==> src/rtl/lrc_map.vh <==
`ifndef LRC_MAP_VH
`define LRC_MAP_VH
// Register word indexes; the byte address on the bus is four times the index
`define LRC_IDX_PORT_A_DIR 8'h85
`define LRC_IDX_REF_CTRL 8'h9f
`define LRC_IDX_CMP_CTRL 8'h1f
`define LRC_ADDR_PORT_A_DIR 12'h214
`define LRC_ADDR_REF_CTRL 12'h27c
`define LRC_ADDR_CMP_CTRL 12'h07c
// Reset values
`define LRC_RST_PORT_A_DIR 8'h1f
`define LRC_RST_REF_CTRL 8'h00
`define LRC_RST_CMP_CTRL 8'h00
// Implemented bit masks
`define LRC_MASK_PORT_A_DIR 8'h1f
`define LRC_MASK_REF_CTRL 8'hef
`define LRC_MASK_CMP_CTRL 8'h0f
// Reference control fields
`define LRC_BIT_POWER 7
`define LRC_BIT_PIN_DRIVE 6
`define LRC_BIT_LOW_RANGE 5
`define LRC_TAP_MSB 3
`define LRC_TAP_LSB 0
// Port A direction bit for pin 2
`define LRC_BIT_PIN2_DIR 2
// Comparator config that routes the ladder to both comparators
`define LRC_CMP_CFG_INTREF 3'h2
// Settling hint for software, in microseconds, and in cycles at 10 MHz
`define LRC_SETTLE_US 10
`define LRC_CLK_MHZ 10
`define LRC_SETTLE_CYC (`LRC_SETTLE_US * `LRC_CLK_MHZ)
// AXI responses
`define LRC_RESP_OKAY 2'h0
`define LRC_RESP_SLVERR 2'h2
`endif

==> src/rtl/lrc_ladder_code.v <==
`include "lrc_map.vh"
// Turns range and tap into ladder output as a fraction of supply, in 96ths.
// Low range: tap/24 = 4*tap/96. High range: 1/4 + tap/32 = (24 + 3*tap)/96.
module lrc_ladder_code (
  input wire ref_clk,
  input wire arst_n,
  input wire power_on,
  input wire low_range,
  input wire [3:0] tap_code,
  output reg [6:0] level_96ths_q
);
  reg [6:0] level_d;

  // Fraction of supply; zero while powered down
  always @* begin
    if (!power_on) begin
      level_d = 7'h00;
    end else if (low_range) begin
      level_d = {1'b0, tap_code, 2'b00};
    end else begin
      level_d = 7'h18 + {2'h0, tap_code, 1'b0} + {3'h0, tap_code};
    end
  end

  // Registered so the analog side sees a clean static code
  always @(posedge ref_clk or negedge arst_n) begin
    if (!arst_n) begin
      level_96ths_q <= 7'h00;
    end else begin
      level_96ths_q <= level_d;
    end
  end
endmodule

==> src/rtl/lrc_regs.v <==
`include "lrc_map.vh"
// Holds the three control registers; writes masked to implemented bits.
module lrc_regs (
  input wire ref_clk,
  input wire arst_n,
  input wire wr_en,
  input wire [9:0] wr_addr,
  input wire [7:0] wr_data,
  output reg [7:0] ref_ctrl_q,
  output reg [7:0] port_a_dir_q,
  output reg [7:0] cmp_ctrl_q
);
  // Only a device reset touches these; sleep wake-up has no path here
  always @(posedge ref_clk or negedge arst_n) begin
    if (!arst_n) begin
      ref_ctrl_q <= `LRC_RST_REF_CTRL;
      port_a_dir_q <= `LRC_RST_PORT_A_DIR;
      cmp_ctrl_q <= `LRC_RST_CMP_CTRL;
    end else if (wr_en) begin
      if (wr_addr == {2'h0, `LRC_IDX_REF_CTRL}) begin
        ref_ctrl_q <= wr_data & `LRC_MASK_REF_CTRL;
      end
      if (wr_addr == {2'h0, `LRC_IDX_PORT_A_DIR}) begin
        port_a_dir_q <= wr_data & `LRC_MASK_PORT_A_DIR;
      end
      if (wr_addr == {2'h0, `LRC_IDX_CMP_CTRL}) begin
        cmp_ctrl_q <= wr_data & `LRC_MASK_CMP_CTRL;
      end
    end
  end
endmodule

==> src/rtl/lrc_ladder_reference_control.v <==
`include "lrc_map.vh"
// How it works
// - Bit 7 of the reference control register powers the ladder on when set and off when clear.
// - Bit 6 connects the ladder output toward port pin 2 when set.
// - Bit 5 picks the low range when set and the high range when clear.
// - Bit 4 is not implemented and always reads zero.
// - Bits 3 to 0 are the tap code, 0 to 15, giving 16 levels per range.
// - High range output is a quarter of supply plus tap divided by 32 times supply.
// - Any device reset clears every implemented reference control bit.
// - Sleep wake-up by interrupt or watchdog leaves the register unchanged.
// - The ladder reaches pin 2 only when the pin 2 direction bit and pin drive bit are both set.
// - The reference works independently of the comparator mode.
// - Port A direction holds bits 4 to 0, reset to ones, bits 7 to 5 read zero.
// - Comparator config 010 routes the ladder to both comparators' non-inverting inputs.
module lrc_ladder_reference_control (
  input wire ref_clk,
  input wire arst_n,
  input wire [11:0] s_axi_awaddr,
  input wire s_axi_awvalid,
  output reg s_axi_awready,
  input wire [31:0] s_axi_wdata,
  input wire [3:0] s_axi_wstrb,
  input wire s_axi_wvalid,
  output reg s_axi_wready,
  output reg [1:0] s_axi_bresp,
  output reg s_axi_bvalid,
  input wire s_axi_bready,
  input wire [11:0] s_axi_araddr,
  input wire s_axi_arvalid,
  output reg s_axi_arready,
  output reg [31:0] s_axi_rdata,
  output reg [1:0] s_axi_rresp,
  output reg s_axi_rvalid,
  input wire s_axi_rready,
  output reg ladder_power_q,
  output reg ladder_pin_drive_q,
  output reg ladder_low_range_q,
  output reg [3:0] ladder_tap_code_q,
  output reg port_a_pin2_connect_q,
  output reg cmp_vin_plus_ref_q,
  output reg [4:0] port_a_direction_q,
  output reg [2:0] comparator_config_q,
  output reg [6:0] ladder_level_96ths_q
);
  // Write channel state
  reg [11:0] aw_addr_q;
  reg aw_have_q;
  reg [31:0] w_data_q;
  reg [3:0] w_strb_q;
  reg w_have_q;
  wire wr_fire;
  wire wr_hit;
  wire [7:0] ref_ctrl;
  wire [7:0] port_a_dir;
  wire [7:0] cmp_ctrl;
  wire [6:0] level_w;
  reg [31:0] rd_data_d;
  reg rd_hit_d;

  // Reset image of the direction register, narrowed to its five live bits below
  localparam [7:0] DIR_RST = `LRC_RST_PORT_A_DIR;

  // Word select shared by read and write paths: 0 none, 1 ref ctrl, 2 port A dir, 3 cmp ctrl.
  // Only the word index counts; the two low byte bits are ignored, as every register is a word.
  function [1:0] reg_sel;
    input [11:0] addr;
    begin
      if (addr[11:2] == {2'h0, `LRC_IDX_REF_CTRL}) begin
        reg_sel = 2'h1;
      end else if (addr[11:2] == {2'h0, `LRC_IDX_PORT_A_DIR}) begin
        reg_sel = 2'h2;
      end else if (addr[11:2] == {2'h0, `LRC_IDX_CMP_CTRL}) begin
        reg_sel = 2'h3;
      end else begin
        reg_sel = 2'h0;
      end
    end
  endfunction

  // An unmapped word answers with an error response instead of being dropped quietly,
  // so software that strays off the map learns of it at once
  function mapped;
    input [11:0] addr;
    begin
      mapped = (reg_sel(addr) != 2'h0);
    end
  endfunction

  // Registers are 8 bits wide, so only lane 0 carries a write
  assign wr_fire = aw_have_q && w_have_q && !s_axi_bvalid;
  assign wr_hit = wr_fire && mapped(aw_addr_q) && w_strb_q[0];

  lrc_regs u_regs (
    .ref_clk(ref_clk),
    .arst_n(arst_n),
    .wr_en(wr_hit),
    .wr_addr(aw_addr_q[11:2]),
    .wr_data(w_data_q[7:0]),
    .ref_ctrl_q(ref_ctrl),
    .port_a_dir_q(port_a_dir),
    .cmp_ctrl_q(cmp_ctrl)
  );

  lrc_ladder_code u_code (
    .ref_clk(ref_clk),
    .arst_n(arst_n),
    .power_on(ref_ctrl[`LRC_BIT_POWER]),
    .low_range(ref_ctrl[`LRC_BIT_LOW_RANGE]),
    .tap_code(ref_ctrl[`LRC_TAP_MSB:`LRC_TAP_LSB]),
    .level_96ths_q(level_w)
  );

  // Address half of a write. awready is a one-cycle offer made every other cycle
  // while the slot is empty, so a waiting awvalid is taken within two edges.
  always @(posedge ref_clk or negedge arst_n) begin
    if (!arst_n) begin
      aw_addr_q <= 12'h000;
      aw_have_q <= 1'b0;
      s_axi_awready <= 1'b0;
    end else begin
      s_axi_awready <= !aw_have_q && !s_axi_awready && !s_axi_bvalid;
      if (s_axi_awvalid && s_axi_awready) begin
        aw_addr_q <= s_axi_awaddr;
        aw_have_q <= 1'b1;
        s_axi_awready <= 1'b0;
      end
      if (wr_fire) begin
        aw_have_q <= 1'b0;
      end
    end
  end

  // Data half of a write, taken on its own so address and data may come in either order
  always @(posedge ref_clk or negedge arst_n) begin
    if (!arst_n) begin
      w_data_q <= 32'h00000000;
      w_strb_q <= 4'h0;
      w_have_q <= 1'b0;
      s_axi_wready <= 1'b0;
    end else begin
      s_axi_wready <= !w_have_q && !s_axi_wready && !s_axi_bvalid;
      if (s_axi_wvalid && s_axi_wready) begin
        w_data_q <= s_axi_wdata;
        w_strb_q <= s_axi_wstrb;
        w_have_q <= 1'b1;
        s_axi_wready <= 1'b0;
      end
      if (wr_fire) begin
        w_have_q <= 1'b0;
      end
    end
  end

  // Write response: raised on the edge that commits the write, held until bready.
  // Both readys stay low while it stands, so only one write is ever in flight.
  always @(posedge ref_clk or negedge arst_n) begin
    if (!arst_n) begin
      s_axi_bvalid <= 1'b0;
      s_axi_bresp <= `LRC_RESP_OKAY;
    end else if (wr_fire) begin
      s_axi_bvalid <= 1'b1;
      s_axi_bresp <= mapped(aw_addr_q) ? `LRC_RESP_OKAY : `LRC_RESP_SLVERR;
    end else if (s_axi_bvalid && s_axi_bready) begin
      s_axi_bvalid <= 1'b0;
    end
  end

  // Readback mux; bits above the byte and unimplemented bits read zero because
  // the writes were already masked to the implemented bits
  // readback
  always @* begin
    rd_data_d = 32'h00000000;
    rd_hit_d = 1'b1;
    case (reg_sel(s_axi_araddr))
      2'h1: rd_data_d = {24'h000000, ref_ctrl};
      2'h2: rd_data_d = {24'h000000, port_a_dir};
      2'h3: rd_data_d = {24'h000000, cmp_ctrl};
      default: rd_hit_d = 1'b0;
    endcase
  end

  // Read address: offered every other cycle while no read data is waiting
  always @(posedge ref_clk or negedge arst_n) begin
    if (!arst_n) begin
      s_axi_arready <= 1'b0;
    end else if (s_axi_arvalid && s_axi_arready) begin
      s_axi_arready <= 1'b0;
    end else begin
      s_axi_arready <= !s_axi_arready && !s_axi_rvalid;
    end
  end

  // Read data: captured on the edge that takes the address, so a later write cannot
  // change an answer that already stands; held until rready
  always @(posedge ref_clk or negedge arst_n) begin
    if (!arst_n) begin
      s_axi_rvalid <= 1'b0;
      s_axi_rdata <= 32'h00000000;
      s_axi_rresp <= `LRC_RESP_OKAY;
    end else if (s_axi_arvalid && s_axi_arready) begin
      s_axi_rvalid <= 1'b1;
      s_axi_rdata <= rd_data_d;
      s_axi_rresp <= rd_hit_d ? `LRC_RESP_OKAY : `LRC_RESP_SLVERR;
    end else if (s_axi_rvalid && s_axi_rready) begin
      s_axi_rvalid <= 1'b0;
    end
  end

  // Field taps of the register image, named once so each control below reads plainly
  wire ref_power = ref_ctrl[`LRC_BIT_POWER];
  wire ref_pin_drive = ref_ctrl[`LRC_BIT_PIN_DRIVE];
  wire ref_low_range = ref_ctrl[`LRC_BIT_LOW_RANGE];
  wire [3:0] ref_tap = ref_ctrl[`LRC_TAP_MSB:`LRC_TAP_LSB];
  wire pin2_is_input = port_a_dir[`LRC_BIT_PIN2_DIR];
  wire [2:0] cmp_cfg = cmp_ctrl[2:0];

  // Every analog control is registered once more so the top outputs come straight from
  // flops; the price is one extra edge after a write, which static controls can afford.

  always @(posedge ref_clk or negedge arst_n) begin
    if (!arst_n) begin
      ladder_power_q <= 1'b0;
    end else begin
      ladder_power_q <= ref_power;
    end
  end

  always @(posedge ref_clk or negedge arst_n) begin
    if (!arst_n) begin
      ladder_pin_drive_q <= 1'b0;
    end else begin
      ladder_pin_drive_q <= ref_pin_drive;
    end
  end

  always @(posedge ref_clk or negedge arst_n) begin
    if (!arst_n) begin
      ladder_low_range_q <= 1'b0;
    end else begin
      ladder_low_range_q <= ref_low_range;
    end
  end

  // Sixteen steps per range; the code passes to the ladder unchanged
  // tap code
  always @(posedge ref_clk or negedge arst_n) begin
    if (!arst_n) begin
      ladder_tap_code_q <= 4'h0;
    end else begin
      ladder_tap_code_q <= ref_tap;
    end
  end

  // Both the direction bit and the drive bit must be set, so the ladder only
  // reaches a pin that the port itself is not driving
  // pin gating
  always @(posedge ref_clk or negedge arst_n) begin
    if (!arst_n) begin
      port_a_pin2_connect_q <= 1'b0;
    end else begin
      port_a_pin2_connect_q <= ref_pin_drive && pin2_is_input;
    end
  end

  // The mode only steers the comparator inputs; it never gates the ladder itself
  // comparator routing
  always @(posedge ref_clk or negedge arst_n) begin
    if (!arst_n) begin
      cmp_vin_plus_ref_q <= 1'b0;
    end else begin
      cmp_vin_plus_ref_q <= (cmp_cfg == `LRC_CMP_CFG_INTREF);
    end
  end

  // Comparator mode as the comparator block sees it
  always @(posedge ref_clk or negedge arst_n) begin
    if (!arst_n) begin
      comparator_config_q <= 3'h0;
    end else begin
      comparator_config_q <= cmp_cfg;
    end
  end

  // Bits 7 to 5 do not exist in the register, so they never reach a pin
  // port A direction
  always @(posedge ref_clk or negedge arst_n) begin
    if (!arst_n) begin
      port_a_direction_q <= DIR_RST[4:0];
    end else begin
      port_a_direction_q <= port_a_dir[4:0];
    end
  end

  // One edge behind the other controls, because the ladder code is itself registered
  // ladder level
  always @(posedge ref_clk or negedge arst_n) begin
    if (!arst_n) begin
      ladder_level_96ths_q <= 7'h00;
    end else begin
      ladder_level_96ths_q <= level_w;
    end
  end
endmodule

==> config.mk <==
export PLATFORM = sky130hd
export DESIGN_NAME = lrc_ladder_reference_control
export DESIGN_NICKNAME = d
export VERILOG_FILES = /design/src/rtl/lrc_ladder_code.v /design/src/rtl/lrc_regs.v /design/src/rtl/lrc_ladder_reference_control.v
export VERILOG_INCLUDE_DIRS = /design/src /design/src/rtl
export SDC_FILE = /design/constraint.sdc
export NUM_CORES = 1
export LEC_CHECK = 0
export BUFFER_PORTS_ARGS = -buffer_cell sky130_fd_sc_hd__buf_2
export CAP_MARGIN = 10
export CORE_MARGIN = 2
export CORE_UTILIZATION = 30
export DETAILED_ROUTE_END_ITERATION = 12
export PLACE_DENSITY = 0.51
export REMOVE_ABC_BUFFERS = 1
export SLEW_MARGIN = 5
export SYNTH_ARGS = -nofsm -noshare
export SYNTH_HDL_FRONTEND = slang
export SYNTH_HIERARCHICAL = 1
export SYNTH_SLANG_ARGS = --single-unit
==> constraint.sdc <==
create_clock -name ref_clk -period 4.5 [get_ports ref_clk]
set_input_delay 0.225 -clock ref_clk [delete_from_list [all_inputs] [get_ports ref_clk]]
set_output_delay 0.225 -clock ref_clk [all_outputs]
set_load 0.02 [all_outputs]
==> impl_metrics.tcl <==
set metrics [dict create \
    drive_above_1_share_pct 44.5 \
    drc_errors 0 \
    critPathBufInv 0 \
    worstPathCellList "or4b_4 -> a2111oi_4 -> and3_1 -> and4bb_2 -> and4b_2 -> mux2_2" \
    num-fill-cells 1125 \
    synth-edff-count 0 \
    path_max_fanout 5 \
    multi_input_area_um2 1240 \
    power.density_nw_per_um2 481 \
    worstMarginPinSlew_ps 1020 \
    grt_overflow 0 \
    dieHeight_um 112 \
    cts.path.max_buffers 2 \
    vias 2067 \
    fin_util_pct 37.0 \
    ys_warn_count 6 \
    critPathLaunchType "flop" \
    ff_latch_area_um2 2090 \
    worstPathRequired_ps 4720 \
    cts_resized 0 \
    final_cells 487 \
    start_util_pct 30.8 \
    wl_per_cell_um 13.6 \
    yosysSeqAreaShare_pct 59.2 \
    io_pins 132 \
    diodes 0 \
    dieWidth_um 112 \
    num_rows 39 \
    min_period_ps 2560 \
    synthCells 259 \
    synthDistinctLibCells 39 \
    grt_pass1_vias 2036 \
    critPathKind "reg -> reg" \
    ys.flop_type "dfrtp_1" \
    tritoncts "yes" \
    vias_per_cell 4.24 \
    critPathArrivalTime_ps 2780 \
    portBuffers 74 \
    ys_ff_latch 83 \
    use_met2_pct 16.3 \
    grt.met3_usage_pct 4.64 \
    ctsHoldBuffers 0 \
    drt-pass1-iter-count 4 \
    rsz0062_at_grt "false" \
    grtUsageMet1_pct 14.0 \
    die-area_um2 12600 \
    async_reset_ff_share_pct 100 \
    max_freq_mhz 391 \
    finalHoldViolCount 0 \
    clk-insertion-delay-late_ps 340 \
    drt_iter0_drc 86 \
    worst-path-stages 6 \
    grt_pass1_wl_um 10500 \
    antenna_left 0 \
    clk_pin_slew_ps 60 \
    cts_root_buffer "clkbuf_16" \
    period_share_pct 56.9 \
    critical_path.top_delay_family "simple AND/OR/NAND/NOR gates" \
    cts-buffers-inserted 9 \
    leakagePower_uw 0.00216 \
    cts.sinks 83 \
    syn_area_um2 3530 \
    grt_max_degree 84 \
    slowest_delay_ps 560 \
    maxCapViolCount 0 \
    routed_wl_um 6630 \
    slew-limit-headroom_pct 32.1 \
    final_nets 412 \
    globalRouteTotalUtil_pct 10.9 \
    finalSetupViolations 0 \
    tns_ps 0 \
    slew_violations 0 \
    cpMaxStageDelayCell "or4b_4" \
    peakVddDrop_v 0.000256 \
    status "finished clean" \
    htree_num_levels 3 \
    clock_skew_ps 6.80 \
    critPathCaptureType "flop" \
    reg2reg_depth 6 \
    ys_top_cells_by_area "dfrtp_1, mux2_2, buf_4" \
    antenna_found_initial 0 \
    grt.busiest_layer "met2" \
    placedCellCount 471 \
    gp_congestion 0.729 \
    avgSynthCellArea_um2 13.6 \
    postCtsSetupRepairBufs 0 \
    area_growth_pct 20.2 \
    synth_top_area_cell "dfrtp_1" \
    hold_class "in -> async" \
    core_um2 11500 \
    synth_top_area_share_pct 51.8 \
    dpl.hpwl_um 4600 \
]
## through the flow
step,power (uW),setup WS [ps],cell area (um^2),hold WS (ps)
3_5_place_dp,1310,1920,3930,335
5_1_grt,2150,1850,4240,78.1
6_report,2040,1940,4240,53.9
2_1_floorplan,1190,2100,3380,-70.6
3_3_place_gp,1290,1940,3930,335
4_1_cts,2080,1910,4240,49.8
## placed cells by master (no fill, tap or decap), drive strengths merged, types with 3 or more instances in the layout
master | synthesis | final
ha | 4 | 4
clkbuf | 2 | 10
mux2 | 43 | 43
dfstp | 10 | 10
a22oi | 8 | 8
o21ai | 16 | 16
nand2 | 15 | 15
inv | 12 | 14
conb | 2 | 34
and2 | 4 | 4
buf | 35 | 74
and3 | 3 | 3
nor3 | 3 | 3
a21oi | 3 | 3
dfrtp | 73 | 73
## registers in the layout, summed over array words and instances (netlist names), 3 cells and up
name,cells
port_a_direction_q,5
aw_addr_q,10
comparator_config_q,3
s_axi_rdata,8
ladder_tap_code_q,4
w_data_q,8
u_regs/ref_ctrl_q,7
ladder_level_96ths_q,7
u_code/level_96ths_q,7
u_regs/cmp_ctrl_q,4
u_regs/port_a_dir_q,5
## Yosys cell counts (all sizes together) (2+ instances only)
master  number
and4b        2
a22oi        8
mux2i        2
mux2        43
buf         35
nor4b        2
o21ai       16
nor2b        2
a21oi        3
nand4        2
conb         2
nor2         2
and2         4
and3         3
inv         12
ha           4
nor3         3
clkbuf       2
nor3b        2
dfrtp       73
dfstp       10
nand2       15
fa           2
## report_power, final
group | leakage (uW) | total [uW] | internal [uW] | switching, uW
logic | 0.000942 | 310 | 152 | 159
registers | 0.00106 | 978 | 868 | 110
clock network | 0.000150 | 753 | 450 | 303
total | 0.00216 | 2040 | 1470 | 572
## path summary, 6_finish.rpt
check / from / end / slack, ps
hold / removal: arst_n / aw_addr_q[7] / 50
max in group asynchronous: arst_n / w_have_q / 3790
setup / recovery: aw_addr_q[3] / u_regs/cmp_ctrl_q[1] / 1940
setup reg to reg: aw_addr_q[3] / u_regs/cmp_ctrl_q[1] / 1940
min in group ref_clk: s_axi_bready / s_axi_bvalid / 60
hold reg to reg: u_code/level_96ths_q[3] / ladder_level_96ths_q[3] / 350
## layout make-up
cell class,instances,area share (%)
Timing Repair Buffer,74,8.79
Multi-Input combinational cell,159,29.3
Clock inverter,6,1.71
Clock buffer,10,5.63
Inverter,12,1.06
Sequential cell,83,49.2
Tap cell,143,4.22
## cells by family after synthesis
family                     Yosys count  synth area share (%)
other                                2                 0.213
DFF                                 83                  59.2
buffers and inverters               49                  8.93
AOI/OAI and AO/OA                   30                  5.85
xor gates and xnor gates             1                 0.248
adders and majority gates            6                  2.55
and+or+nand+nor                     43                  8.72
muxes                               45                  14.3
## layer usage
metal	wire [um]	share of wire, %
met4	101	1.5
met5	0	0
met2	2970	45
met3	514	7.8
met1	3040	46
Power figures use the tool's default switching activity.
